<file path="src/cgs_regs.vh">
`ifndef CGS_REGS_VH
`define CGS_REGS_VH

// register offsets (index on the register port)
`define CGS_OFS_INT_OSC_MODE    4'h0
`define CGS_OFS_HS_OSC_CTRL     4'h1
`define CGS_OFS_SETTLE_STATUS   4'h2
`define CGS_OFS_SETTLE_SELECT   4'h3
`define CGS_OFS_PIN_MODE        4'h4
`define CGS_OFS_CLOCK_SELECT    4'h5
`define CGS_OFS_STATUS          4'h6

// field positions
`define CGS_BIT_HSI_STOP        0
`define CGS_BIT_LSI_STOP        1
`define CGS_BIT_HS_OSC_STOP     7
`define CGS_BIT_PIN_OSC_SEL     0
`define CGS_BIT_PIN_EXT_SEL     1
`define CGS_BIT_REQ_HS          0
`define CGS_BIT_CPU_ON_HS       7

// reset values, and the largest cpu divider code
`define CGS_RST_INT_OSC_MODE    2'h0
`define CGS_RST_HS_OSC_STOP     1'h1
`define CGS_RST_SETTLE_STATUS   5'h00
`define CGS_RST_SETTLE_SELECT   3'h5
`define CGS_RST_PIN_MODE        2'h0
`define CGS_RST_CPU_DIV         3'h1
`define CGS_MAX_CPU_DIV         3'h4

// oscillator rates and system clock, in kHz, and the divider accumulator width
`define CGS_CLK_KHZ             100000
`define CGS_HSI_KHZ             8000
`define CGS_LSI_KHZ             240
`define CGS_NCO_W               20

// supply timing, in microseconds, and derived cycles at 100 MHz
`define CGS_CLK_MHZ             100
`define CGS_VSTAB_US            5390
`define CGS_FASTRISE_US         1930
`define CGS_VSTAB_CYC           (`CGS_VSTAB_US * `CGS_CLK_MHZ)
`define CGS_FASTRISE_CYC        (`CGS_FASTRISE_US * `CGS_CLK_MHZ)

`endif

</file>
<file path="src/cgs_clock_gen.v">
// Our own choices: the address map and the address-and-strobe port.
`timescale 1ns/1ns
`include "cgs_regs.vh"
module cgs_clock_gen #(
  parameter           VSTAB_CYC    = `CGS_VSTAB_CYC,
  parameter           FASTRISE_CYC = `CGS_FASTRISE_CYC,
  parameter           CNT_W        = 20
) (
  // clock and reset
  input  wire         clock,
  input  wire         rst,
  // register port
  input  wire [3:0]   reg_addr,
  input  wire [7:0]   reg_wdata,
  input  wire         reg_wr,
  input  wire         reg_rd,
  output reg  [7:0]   reg_rdata,
  // option byte and supply comparators
  input  wire         por_threshold_option,
  input  wire         lowspeed_stoppable_opt,
  input  wire         wdt_enable_opt,
  input  wire         supply_above_low,
  input  wire         supply_above_high,
  // standby from the cpu
  input  wire         stop_exec,
  input  wire         stop_wake,
  output wire         standby,
  // high-speed system clock pins
  input  wire         crystal_pin_a,
  input  wire         ext_clock_pin,
  output wire         crystal_pin_a_port_mode,
  output wire         crystal_pin_b_port_mode,
  output wire         osc_amp_enable,
  // reset and clock enables
  output wire         internal_reset,
  output wire         hs_int_tick,
  output wire         hs_sys_clk_tick,
  output wire         main_tick,
  output reg          cpu_tick_q,
  output reg  [4:0]   periph_tick_q,
  output wire         wdt_tick,
  output wire         timer8_tick,
  output wire         cpu_on_hs
);
  localparam [1:0] P_HOLD = 2'd0;
  localparam [1:0] P_STAB = 2'd1;
  localparam [1:0] P_RUN  = 2'd2;

  localparam [63:0] HSI_INC64 = 64'd`CGS_HSI_KHZ * (64'd1 << `CGS_NCO_W) / 64'd`CGS_CLK_KHZ;
  localparam [63:0] LSI_INC64 = 64'd`CGS_LSI_KHZ * (64'd1 << `CGS_NCO_W) / 64'd`CGS_CLK_KHZ;
  localparam integer     VSTAB_LAST_I = VSTAB_CYC - 1;
  localparam integer     FASTRISE_I   = FASTRISE_CYC;
  localparam [CNT_W-1:0] VSTAB_LAST   = VSTAB_LAST_I[CNT_W-1:0];
  localparam [CNT_W-1:0] FASTRISE_N   = FASTRISE_I[CNT_W-1:0];

  reg  [1:0]       por_q;
  reg  [CNT_W-1:0] por_cnt_q;
  reg  [1:0]       rcm_q;
  reg              hs_osc_stop_bit_q;
  reg  [1:0]       pin_q;
  reg  [2:0]       osc_settle_select_reg_q;
  reg              req_hs_q;
  reg  [2:0]       pcc_q;
  reg              stop_q;
  reg  [16:0]      settle_q;
  reg              pin_prev_q;
  reg              sel_q;
  reg              gap_q;
  reg  [3:0]       div_q;
  reg  [7:0]       rd_d;

  wire             por_hold;
  wire             hsi_en;
  wire             lsi_en;
  wire             lsi_tick;
  wire             hs_src;
  wire             hs_on;
  wire             ext_mode;
  wire             hs_ready;
  wire [4:0]       settle_status;
  wire             cur_tick;
  wire             want_switch;
  wire             cpu_ok;
  wire [4:0]       pre;

  // settle count limit for a wait-select code
  function [16:0] settle_limit;
    input [2:0] code;
    begin
      case (code)
        3'h1:    settle_limit = 17'h00800;
        3'h2:    settle_limit = 17'h02000;
        3'h3:    settle_limit = 17'h04000;
        3'h4:    settle_limit = 17'h08000;
        default: settle_limit = 17'h10000;
      endcase
    end
  endfunction

  // settle status bits, first threshold in the top bit
  function [4:0] settle_bits;
    input [16:0] cnt;
    begin
      settle_bits = {cnt >= settle_limit(3'h1), cnt >= settle_limit(3'h2),
                     cnt >= settle_limit(3'h3), cnt >= settle_limit(3'h4),
                     cnt >= settle_limit(3'h5)};
    end
  endfunction

  // power-on-clear sequencing
  always @(posedge clock or posedge rst)
  begin
    if (rst)
    begin
      por_q     <= P_HOLD;
      por_cnt_q <= {CNT_W{1'b0}};
    end
    else if (!supply_above_low)
    begin
      por_q     <= P_HOLD;
      por_cnt_q <= {CNT_W{1'b0}};
    end
    else
    begin
      if (por_cnt_q != {CNT_W{1'b1}})
        por_cnt_q <= por_cnt_q + 1'b1;
      case (por_q)
        P_HOLD:
        begin
          if (!por_threshold_option)
            por_q <= P_STAB;
          else if (supply_above_high)
            por_q <= (por_cnt_q < FASTRISE_N) ? P_STAB : P_RUN;
        end
        P_STAB:
        begin
          if (por_cnt_q >= VSTAB_LAST)
            por_q <= P_RUN;
        end
        P_RUN:
          por_q <= P_RUN;
        default:
          por_q <= P_HOLD;
      endcase
    end
  end

  assign por_hold       = (por_q == P_HOLD);
  assign internal_reset = (por_q != P_RUN);

  // oscillators as enable pulses
  assign hsi_en = !por_hold && !rcm_q[`CGS_BIT_HSI_STOP] && !stop_q;
  assign lsi_en = !por_hold &&
                  !(lowspeed_stoppable_opt && rcm_q[`CGS_BIT_LSI_STOP]);

  cgs_nco #(.ACC_W(`CGS_NCO_W), .INC(HSI_INC64[`CGS_NCO_W-1:0])) u_hsi (
    .clock  (clock),
    .rst    (rst),
    .enable (hsi_en),
    .tick_q (hs_int_tick)
  );

  cgs_nco #(.ACC_W(`CGS_NCO_W), .INC(LSI_INC64[`CGS_NCO_W-1:0])) u_lsi (
    .clock  (clock),
    .rst    (rst),
    .enable (lsi_en),
    .tick_q (lsi_tick)
  );

  // low-speed clock goes nowhere else
  assign wdt_tick    = lsi_tick & wdt_enable_opt;
  assign timer8_tick = lsi_tick;

  // high-speed system clock pins
  assign ext_mode = pin_q[`CGS_BIT_PIN_EXT_SEL];
  assign hs_on    = pin_q[`CGS_BIT_PIN_OSC_SEL] && !hs_osc_stop_bit_q && !stop_q;
  assign hs_src   = ext_mode ? ext_clock_pin : crystal_pin_a;
  assign hs_sys_clk_tick = hs_on && hs_src && !pin_prev_q;
  assign osc_amp_enable  = hs_on && !ext_mode;
  assign crystal_pin_a_port_mode = !pin_q[`CGS_BIT_PIN_OSC_SEL] || ext_mode;
  assign crystal_pin_b_port_mode = !pin_q[`CGS_BIT_PIN_OSC_SEL];

  // settle status, external clock needs no wait
  assign settle_status = ext_mode ? 5'h1f : settle_bits(settle_q);
  assign hs_ready      = ext_mode || (settle_q >= settle_limit(osc_settle_select_reg_q));

  // glitch-free cpu source switch
  assign cur_tick    = sel_q ? hs_sys_clk_tick : hs_int_tick;
  assign want_switch = (req_hs_q != sel_q) && (req_hs_q ? hs_ready : hsi_en);
  assign cpu_ok      = !internal_reset && !stop_q && !(sel_q && !hs_ready);
  assign cpu_on_hs   = sel_q;
  assign standby     = stop_q;

  // prescaler taps
  assign pre[0]    = cur_tick && !gap_q && cpu_ok;
  assign main_tick = pre[0];
  genvar k;
  generate
    for (k = 1; k < 5; k = k + 1)
    begin : g_pre
      assign pre[k] = pre[k-1] & div_q[k-1];
    end
  endgenerate

  // clock-domain state
  always @(posedge clock or posedge rst)
  begin
    if (rst)
    begin
      stop_q        <= 1'b0;
      settle_q      <= 17'h00000;
      pin_prev_q    <= 1'b0;
      sel_q         <= 1'b0;
      gap_q         <= 1'b0;
      div_q         <= 4'h0;
      cpu_tick_q    <= 1'b0;
      periph_tick_q <= 5'h00;
    end
    else if (por_hold)
    begin
      stop_q        <= 1'b0;
      settle_q      <= 17'h00000;
      sel_q         <= 1'b0;
      gap_q         <= 1'b0;
      div_q         <= 4'h0;
      cpu_tick_q    <= 1'b0;
      periph_tick_q <= 5'h00;
    end
    else
    begin
      pin_prev_q <= hs_src;
      if (stop_exec)
        stop_q <= 1'b1;
      else if (stop_wake)
        stop_q <= 1'b0;
      if (stop_exec || hs_osc_stop_bit_q)
        settle_q <= 17'h00000;
      else if (hs_sys_clk_tick && settle_q < settle_limit(osc_settle_select_reg_q))
        settle_q <= settle_q + 17'h00001;
      if (gap_q && cur_tick)
        gap_q <= 1'b0;
      else if (want_switch && cur_tick && !gap_q)
      begin
        sel_q <= !sel_q;
        gap_q <= 1'b1;
      end
      if (pre[0])
        div_q <= div_q + 4'h1;
      cpu_tick_q    <= pre[pcc_q];
      periph_tick_q <= pre;
    end
  end

  // software registers
  always @(posedge clock or posedge rst)
  begin
    if (rst)
    begin
      rcm_q    <= `CGS_RST_INT_OSC_MODE;
      hs_osc_stop_bit_q  <= `CGS_RST_HS_OSC_STOP;
      pin_q    <= `CGS_RST_PIN_MODE;
      osc_settle_select_reg_q   <= `CGS_RST_SETTLE_SELECT;
      req_hs_q <= 1'b0;
      pcc_q    <= `CGS_RST_CPU_DIV;
    end
    else if (por_hold)
    begin
      rcm_q    <= `CGS_RST_INT_OSC_MODE;
      hs_osc_stop_bit_q  <= `CGS_RST_HS_OSC_STOP;
      pin_q    <= `CGS_RST_PIN_MODE;
      osc_settle_select_reg_q   <= `CGS_RST_SETTLE_SELECT;
      req_hs_q <= 1'b0;
      pcc_q    <= `CGS_RST_CPU_DIV;
    end
    else if (reg_wr)
    begin
      case (reg_addr)
        `CGS_OFS_INT_OSC_MODE:
        begin
          // a stop of the clock now feeding the cpu is ignored
          if (sel_q || !reg_wdata[`CGS_BIT_HSI_STOP])
            rcm_q[`CGS_BIT_HSI_STOP] <= reg_wdata[`CGS_BIT_HSI_STOP];
          rcm_q[`CGS_BIT_LSI_STOP] <= reg_wdata[`CGS_BIT_LSI_STOP];
        end
        `CGS_OFS_HS_OSC_CTRL:
        begin
          if (!sel_q || !reg_wdata[`CGS_BIT_HS_OSC_STOP])
            hs_osc_stop_bit_q <= reg_wdata[`CGS_BIT_HS_OSC_STOP];
        end
        `CGS_OFS_SETTLE_SELECT:
        begin
          if (reg_wdata[2:0] >= 3'h1 && reg_wdata[2:0] <= 3'h5)
            osc_settle_select_reg_q <= reg_wdata[2:0];
        end
        `CGS_OFS_PIN_MODE:
        begin
          // pin mode frozen while the high-speed clock runs
          if (hs_osc_stop_bit_q)
            pin_q <= reg_wdata[1:0];
        end
        `CGS_OFS_CLOCK_SELECT:
        begin
          req_hs_q <= reg_wdata[`CGS_BIT_REQ_HS];
          if (reg_wdata[3:1] <= `CGS_MAX_CPU_DIV)
            pcc_q <= reg_wdata[3:1];
        end
        default:
          rcm_q <= rcm_q;
      endcase
    end
  end

  // read mux
  always @*
  begin
    rd_d = 8'h00;
    case (reg_addr)
      `CGS_OFS_INT_OSC_MODE:  rd_d = {6'h00, rcm_q};
      `CGS_OFS_HS_OSC_CTRL:   rd_d = {hs_osc_stop_bit_q, 7'h00};
      `CGS_OFS_SETTLE_STATUS: rd_d = {3'h0, settle_status};
      `CGS_OFS_SETTLE_SELECT: rd_d = {5'h00, osc_settle_select_reg_q};
      `CGS_OFS_PIN_MODE:      rd_d = {6'h00, pin_q};
      `CGS_OFS_CLOCK_SELECT:  rd_d = {sel_q, 3'h0, pcc_q, req_hs_q};
      `CGS_OFS_STATUS:        rd_d = {4'h0, hs_on, hs_ready, internal_reset, stop_q};
      default:                rd_d = 8'h00;
    endcase
  end

  always @(posedge clock or posedge rst)
  begin
    if (rst)
      reg_rdata <= 8'h00;
    else if (reg_rd)
      reg_rdata <= rd_d;
    else
      reg_rdata <= 8'h00;
  end
endmodule

</file>
<file path="src/cgs_nco.v">
`timescale 1ns/1ns
// fractional divider: one-cycle enable pulse at INC/2^ACC_W of the clock rate
module cgs_nco #(
  parameter                ACC_W = 20,
  parameter [ACC_W-1:0]    INC   = 1
) (
  // clock and reset
  input  wire              clock,
  input  wire              rst,
  // control
  input  wire              enable,
  output reg               tick_q
);
  reg  [ACC_W-1:0] acc_q;
  wire [ACC_W:0]   sum_d;

  assign sum_d = {1'b0, acc_q} + {1'b0, INC};

  always @(posedge clock or posedge rst)
  begin
    if (rst)
    begin
      acc_q  <= {ACC_W{1'b0}};
      tick_q <= 1'b0;
    end
    else if (enable)
    begin
      acc_q  <= sum_d[ACC_W-1:0];
      tick_q <= sum_d[ACC_W];
    end
    else
    begin
      tick_q <= 1'b0;
    end
  end
endmodule

</file>
<file path="config.mk">
export PLATFORM = sky130hd
export DESIGN_NAME = cgs_clock_gen
export DESIGN_NICKNAME = d
export VERILOG_FILES = /design/src/cgs_clock_gen.v /design/src/cgs_nco.v
export VERILOG_INCLUDE_DIRS = /design/src /design/src/src
export SDC_FILE = /design/constraint.sdc
export NUM_CORES = 1
export LEC_CHECK = 0
export BUFFER_PORTS_ARGS = -buffer_cell sky130_fd_sc_hd__buf_4
export CORE_MARGIN = 1
export CORE_UTILIZATION = 45
export CTS_BUF_LIST = sky130_fd_sc_hd__clkbuf_4 sky130_fd_sc_hd__clkbuf_8 sky130_fd_sc_hd__clkbuf_16
export CTS_CLUSTER_SIZE = 25
export DETAILED_ROUTE_END_ITERATION = 7
export GPL_TIMING_DRIVEN = 0
export HOLD_SLACK_MARGIN = 0.05
export PLACE_DENSITY = 0.73
export RECOVER_POWER = 25
export SLEW_MARGIN = 20
export SYNTH_ARGS = -nofsm -noshare
export SYNTH_HDL_FRONTEND = slang
export SYNTH_SLANG_ARGS = --single-unit
</file>
<file path="constraint.sdc">
create_clock -name clock -period 5 [get_ports clock]
set_input_delay 0 -clock clock [delete_from_list [all_inputs] [get_ports clock]]
set_output_delay 0 -clock clock [all_outputs]
set_load 0.005 [all_outputs]
</file>
After elaboration in Yosys (flattened, before gate mapping)

Cells that the tools add are included.
Widths: inputs -> output; s select.

Input bits: 25
Word-level logic and storage cells: 191
Register bits after elaboration: 115

Bitwise gates (word level): 5
$lt $le $gt $ge: 13
$add $sub $neg: 5
Reductions and logical operators: 67
Equal/unequal tests: 19
Mux-type cells: 60

Operators by type and width:

| cell                   | number |
|---|---|
| $mux 17                | 5 |
| $pmux 17 s4            | 1 |
| $pmux 8 s7             | 1 |
| $mux 20                | 2 |
| $reduce_bool 2->1      | 13 |
| $mux 1                 | 24 |
| $mux 2                 | 12 |
| $mux 3                 | 8 |
| $add 20x12->21 const B | 1 |
| $add 20x17->21 const B | 1 |
| $add 20x1->20 const B  | 1 |
| $ge 20x20->1 const B   | 1 |
| $logic_and 1x1->1      | 20 |
| $lt 20x18->1 const B   | 1 |
| $ne 20x20->1 const B   | 1 |
| $add 17x1->17 const B  | 1 |
| $ge 17x12->1 const B   | 1 |
| $ge 17x14->1 const B   | 1 |
| $ge 17x15->1 const B   | 1 |
| $ge 17x16->1 const B   | 1 |
| $ge 17x17->1           | 1 |
| $ge 17x17->1 const B   | 1 |
| $lt 17x17->1           | 1 |
| $logic_not 1->1        | 15 |
| other kinds (29)       | 54 |

Logic depth before layout (Yosys ltp)

Word-level depth: 16
Gate-level depth with buffers: 10
Mapped depth without buffers: 9

Modules after synthesis

Synthesis repeated with hierarchy kept, for this count alone.

Cells, all modules: 598
Area total of the unflattened synthesis: 5,828.1 um^2

By module, submodules not included:

| module          | cells each | area an instance (um^2) | seq. area each (um^2) | times used |
|---|---|---|---|---|
| cgs_clock_gen   | 428        | 3,945.0                 | 1,781.7               | 1 |
| cgs_nco (u_hsi) | 94         | 994.7                   | 500.5                 | 1 |
| cgs_nco (u_lsi) | 76         | 888.4                   | 475.5                 | 1 |

Least setup slack after synthesis

Ideal clock, no wire load.

Path kind: reg-to-reg
Start point: register osc_settle_select_reg_q[1]
End point: register div_q[0]
Arrival: 2.426 ns
Cell stages (with the launch flop): 10
Slack: 2.447 ns
Path buffers: 1
Required time: 4.873 ns
Setup time: 0.127 ns
Cell sequence: dfrtp_1 -> or3b_2 -> ha_1 -> and4_1 -> a21oi_2 -> and4_1 -> or2_1 -> buf_2 -> inv_2 -> mux2_1

Longest elaborated chain between the ends: 10

RTL lines:

| what                                     | RTL line            | source |
|---|---|---|
| from (decl)                              | cgs_clock_gen.v:61  | `reg [2:0] osc_settle_select_reg_q;` |
| from (signal assigned)                   | cgs_clock_gen.v:262 | `` osc_settle_select_reg_q <= `CGS_RST_SETTLE_SELECT; `` |
| from (signal assigned)                   | cgs_clock_gen.v:271 | `` osc_settle_select_reg_q <= `CGS_RST_SETTLE_SELECT; `` |
| from (signal assigned)                   | cgs_clock_gen.v:293 | `osc_settle_select_reg_q <= reg_wdata[2:0];` |
| $eq 3x3->1, or another cell as far along | cgs_clock_gen.v:90  | `case (code)` |
| $pmux 17 s4 (*)                          | cgs_clock_gen.v:90  |  |
| $ge 17x17->1 (*)                         | cgs_clock_gen.v:185 | `assign hs_ready = ext_mode \|\| (settle_q >= settle_limit(osc_settle_select_reg_q));` |
| $logic_or 1x1->1 (*)                     | cgs_clock_gen.v:185 |  |
| $logic_not 1->1 (*)                      | cgs_clock_gen.v:190 | `assign cpu_ok = !internal_reset && !stop_q && !(sel_q && !hs_ready);` |
| $logic_and 1x1->1 (*)                    | cgs_clock_gen.v:190 |  |
| $logic_not 1->1 (*)                      | cgs_clock_gen.v:190 |  |
| $logic_and 1x1->1 (*)                    | cgs_clock_gen.v:190 |  |
| $logic_and 1x1->1 (*)                    | cgs_clock_gen.v:195 | `assign pre[0] = cur_tick && !gap_q && cpu_ok;` |
| via main_tick                            | cgs_clock_gen.v:38  | `output wire main_tick,` |
| $reduce_bool 2->1 (no line) (*)          | --                  |  |
| to (signal assigned)                     | cgs_clock_gen.v:248 | `div_q <= div_q + 4'h1;` |
| to (decl)                                | cgs_clock_gen.v:69  | `reg [3:0] div_q;` |

The timed path passes the listed nets; every way through them passes the cells marked *.
A chain may end at the register's enable or synchronous reset.

==> impl_metrics.py <==
metrics = {
    "cells_and_area": {
        "drive_gt1_share_pct": 11.9,
        "final_cell_mix": "dfrtp_1, nor2_1, nand2_1",
        "n_fill_cell": 1160,
        "nNetsFinal": 732,
        "areaGrowthSynthToFinish_pct": 15.9,
        "multiInputGateArea_um2": 3020,
        "diodes": 0,
        "final_common_cell": "dfrtp_1",
        "seqCellArea_um2": 2760,
    },
    "floorplanning": {
        "core_region_area_um2": 12800,
        "rows": 41,
        "start_util_pct": 46.8,
        "die_area_um2": 13700,
        "ioPinCount": 50,
        "dieHeight_um": 117,
        "die_w_um": 117,
    },
    "timing": {
        "fin_crit_sh_pct": 58.0,
        "fin_skew_ns": 0.00840,
        "rsz0062_at_grt": "false",
        "tns_ns": 0,
        "worst_pin_slew_ns": 1.77,
        "period_needed_ns": 2.90,
        "fin_ws_ns": 2.10,
        "setup_viol": 0,
        "max_freq_mhz": 345,
        "whs_ns": 0.0743,
        "hold_violations": 0,
        "slew_viol_final": 113,
        "slew_headroom_pct": -17.8,
    },
    "worst_setup_path": {
        "end_kind": "async pin",
        "cp-start-kind": "primary input",
        "rrSetupSlack_ns": 2.18,
        "rr_worst_depth": 9,
        "cp.arrival_ns": 3.03,
        "worstSetupPathType": "primary input to async pin",
        "required_ns": 5.13,
        "r2r_start": "osc_settle_select_reg_q[1]$_DFFE_PP0P_",
        "worstPathMaxFanout": 74,
        "r2r-end": "div_q[0]$_DFFE_PP0P_",
        "startpoint": "rst",
    },
    "synth": {
        "synth_edf_count": 0,
        "syn_avg_cell_area_um2": 9.59,
        "synth_area_um2": 5970,
        "yosys_warnings": 0,
        "synthArstFlopShare_pct": 100,
        "synth_ff_type": "dfrtp_1",
        "syn_inst": 623,
        "synth_cell_type_count": 70,
        "ys_seq_area_share_pct": 46.2,
        "ys_seq_elements": 110,
    },
    "global_route": {
        "grt_start_max_net_pins": 75,
        "grt_pass1_vias": 4711,
        "antenna_found_initial": 0,
        "grt_overflow": 0,
        "grt_pass1_wl_mm": 22.0,
        "grtUsageTotal_pct": 20.7,
    },
    "hold_path": {
        "worstHoldPathCells": 5,
        "hold_path_startpoint": "reg_addr[2]",
        "min_to": "hs_osc_stop_bit_q$_DFFE_PP1P_",
        "hp-class": "primary input to flip-flop",
    },
    "pwr": {
        "p_comb_share_pct": 28.9,
        "switching_share_pct": 34.6,
        "power_mw": 2.71,
        "p_seq_share_pct": 46.3,
        "power_switching_uw": 939,
        "p_clk_share_pct": 24.9,
        "power_per_cell_area_nw_per_um2": 391,
        "internal_power_mw": 1.77,
        "vdd.ir_drop.worst_uv": 272,
        "leakage_nw": 2.90,
    },
    "detailed_routing": {
        "wl_met1_mm": 5.60,
        "topRoutingLayerUsed": "met4",
        "met3WireLength_um": 537,
        "routedWlPerCell_um": 15.1,
        "first_pass_iters": 4,
        "dr_total_vias": 4869,
        "routed-wl-met2_mm": 6.69,
        "ant_nets": 0,
        "route.detailed.drc": 0,
        "routed_wl_mm": 13.1,
        "avgViaCountPerCell": 5.60,
        "first_iter_violations": 315,
    },
    "cts": {
        "cts_sinks": 110,
        "numCtsBuffers": 9,
        "post-cts-setup-buffers": 0,
        "cts_tree": "built",
        "cts_max_path_buffers": 2,
        "path_clk_slew_ns": 0.07,
        "clock_latency_ns": 0.35,
        "ctsRootBufferMaster": "clkbuf_16",
        "h-tree-depth": 3,
    },
    "run_status": {
        "violations": "max-capacitance violations, max-slew violations",
        "status": "finished with violations",
    },
    "flow_run": {
        "cap_viol_max_count": 2,
    },
    "place": {
        "post-place-ws_ns": 2.19,
        "globalplace.congestion": 0.908,
        "portBuffers": 43,
        "dp_hpwl_mm": 9.55,
    },
}
## cells in the mapped netlist (all sizes together) (8+ instances only)
library cell  number  area [µm²]
mux2i             17         170
inv               29         109
nor3              23         131
nor2              62         233
o21ai             27         139
nand2             43         161
nand4             17         128
or3               16         100
or4                8        60.1
nand2b            11        68.8
xor2              14         123
a21oi             33         169
dfrtp            106        2650
clkbuf            15        56.3
ha                15         188
xnor2             37         324
nand3             29         150
## layout make-up
type	instances	share of cell area, %
inverters	29	1.59
flip-flops and latches	110	39.8
clock inverters	6	0.651
multi-input cells	464	43.6
repair buffers	57	6.51
clock buffers	10	3.36
well taps	172	3.11
plain buffers	21	1.39
## state kept, by name (all words and copies together) (netlist names), 3 cells and up
name and cells:
div_q 4, osc_settle_select_reg_q 3, pcc_q 3, periph_tick_q 5, por_cnt_q 20, reg_rdata 6
settle_q 17, u_hsi.acc_q 19, u_lsi.acc_q 18
## power groups by stage
stage	logic, mW	registers, mW	clock network [mW]
after floorplan	0.608	1.23	0
final	0.782	1.25	0.674
after detailed placement	0.783	1.27	0
after global placement	0.747	1.25	0
after CTS	0.793	1.25	0.694
after global routing	0.887	1.28	0.733
## how the worst max path moves through the flow
| stage | endpoint | slack (ns) | cells past startpoint |
|---|---|---|---|
| after global placement | settle_q[3]$_DFFE_PP0P_ | 0.96 | 2 |
| after global routing | por_cnt_q[2]$_DFFE_PP0P_ | 1.44 | 4 |
| final | settle_q[2]$_DFFE_PP0P_ | 2.10 | 4 |
| after CTS | main_tick | 2.09 | 9 |
| after detailed placement | div_q[0]$_DFFE_PP0P_ | 2.19 | 9 |
| after floorplan | cpu_on_hs$_DFFE_PP0P_ | 2.10 | 1 |
## routing by layer
layer  vias to the layer above  track usage (%)
li1                       2355                -
met1                      2378             25.2
met2                       109             35.2
met3                        27             5.15
met4                         0             7.93
met5                         -                0
## metrics by stage
| stage | area, µm² | cells | utilization [%] |
|---|---|---|---|
| global route | 6920 | 869 | 54.2 |
| detailed placement | 6550 | 840 | 51.3 |
| finish | 6920 | 869 | 54.2 |
| CTS | 6960 | 869 | 54.5 |
| floorplan | 5980 | 624 | - |
| global placement | 6520 | 839 | 51.0 |
## timing repair
| action | CTS | global route |
|---|---|---|
| endpoints found under the hold margin | 126 | 0 |
| hold buffers | 13 | 0 |
| gates resized for setup | 0 | 0 |
## logic make-up (layout without fill, tap and decap cells)
| kind of cell | after synthesis | in the layout | synth area share, % |
|---|---|---|---|
| muxes | 22 | 22 | 3.79 |
| AOI/OAI and AO/OA | 111 | 111 | 12.1 |
| and+or+nand+nor | 263 | 263 | 23.9 |
| adders and majority gates | 15 | 15 | 3.14 |
| buffers and inverters | 50 | 123 | 3.43 |
| other | 1 | 2 | 0.0628 |
| xor gates and xnor gates | 51 | 51 | 7.48 |
| DFF | 110 | 110 | 46.2 |
## critical path, cell delays in order
cell and delay (ns):
dlygate4sd3_1 0.53, clkbuf_4 0.13, clkinvlp_2 0.89, clkbuf_2 1.44
Note: power is estimated with default switching activity, not from simulation.
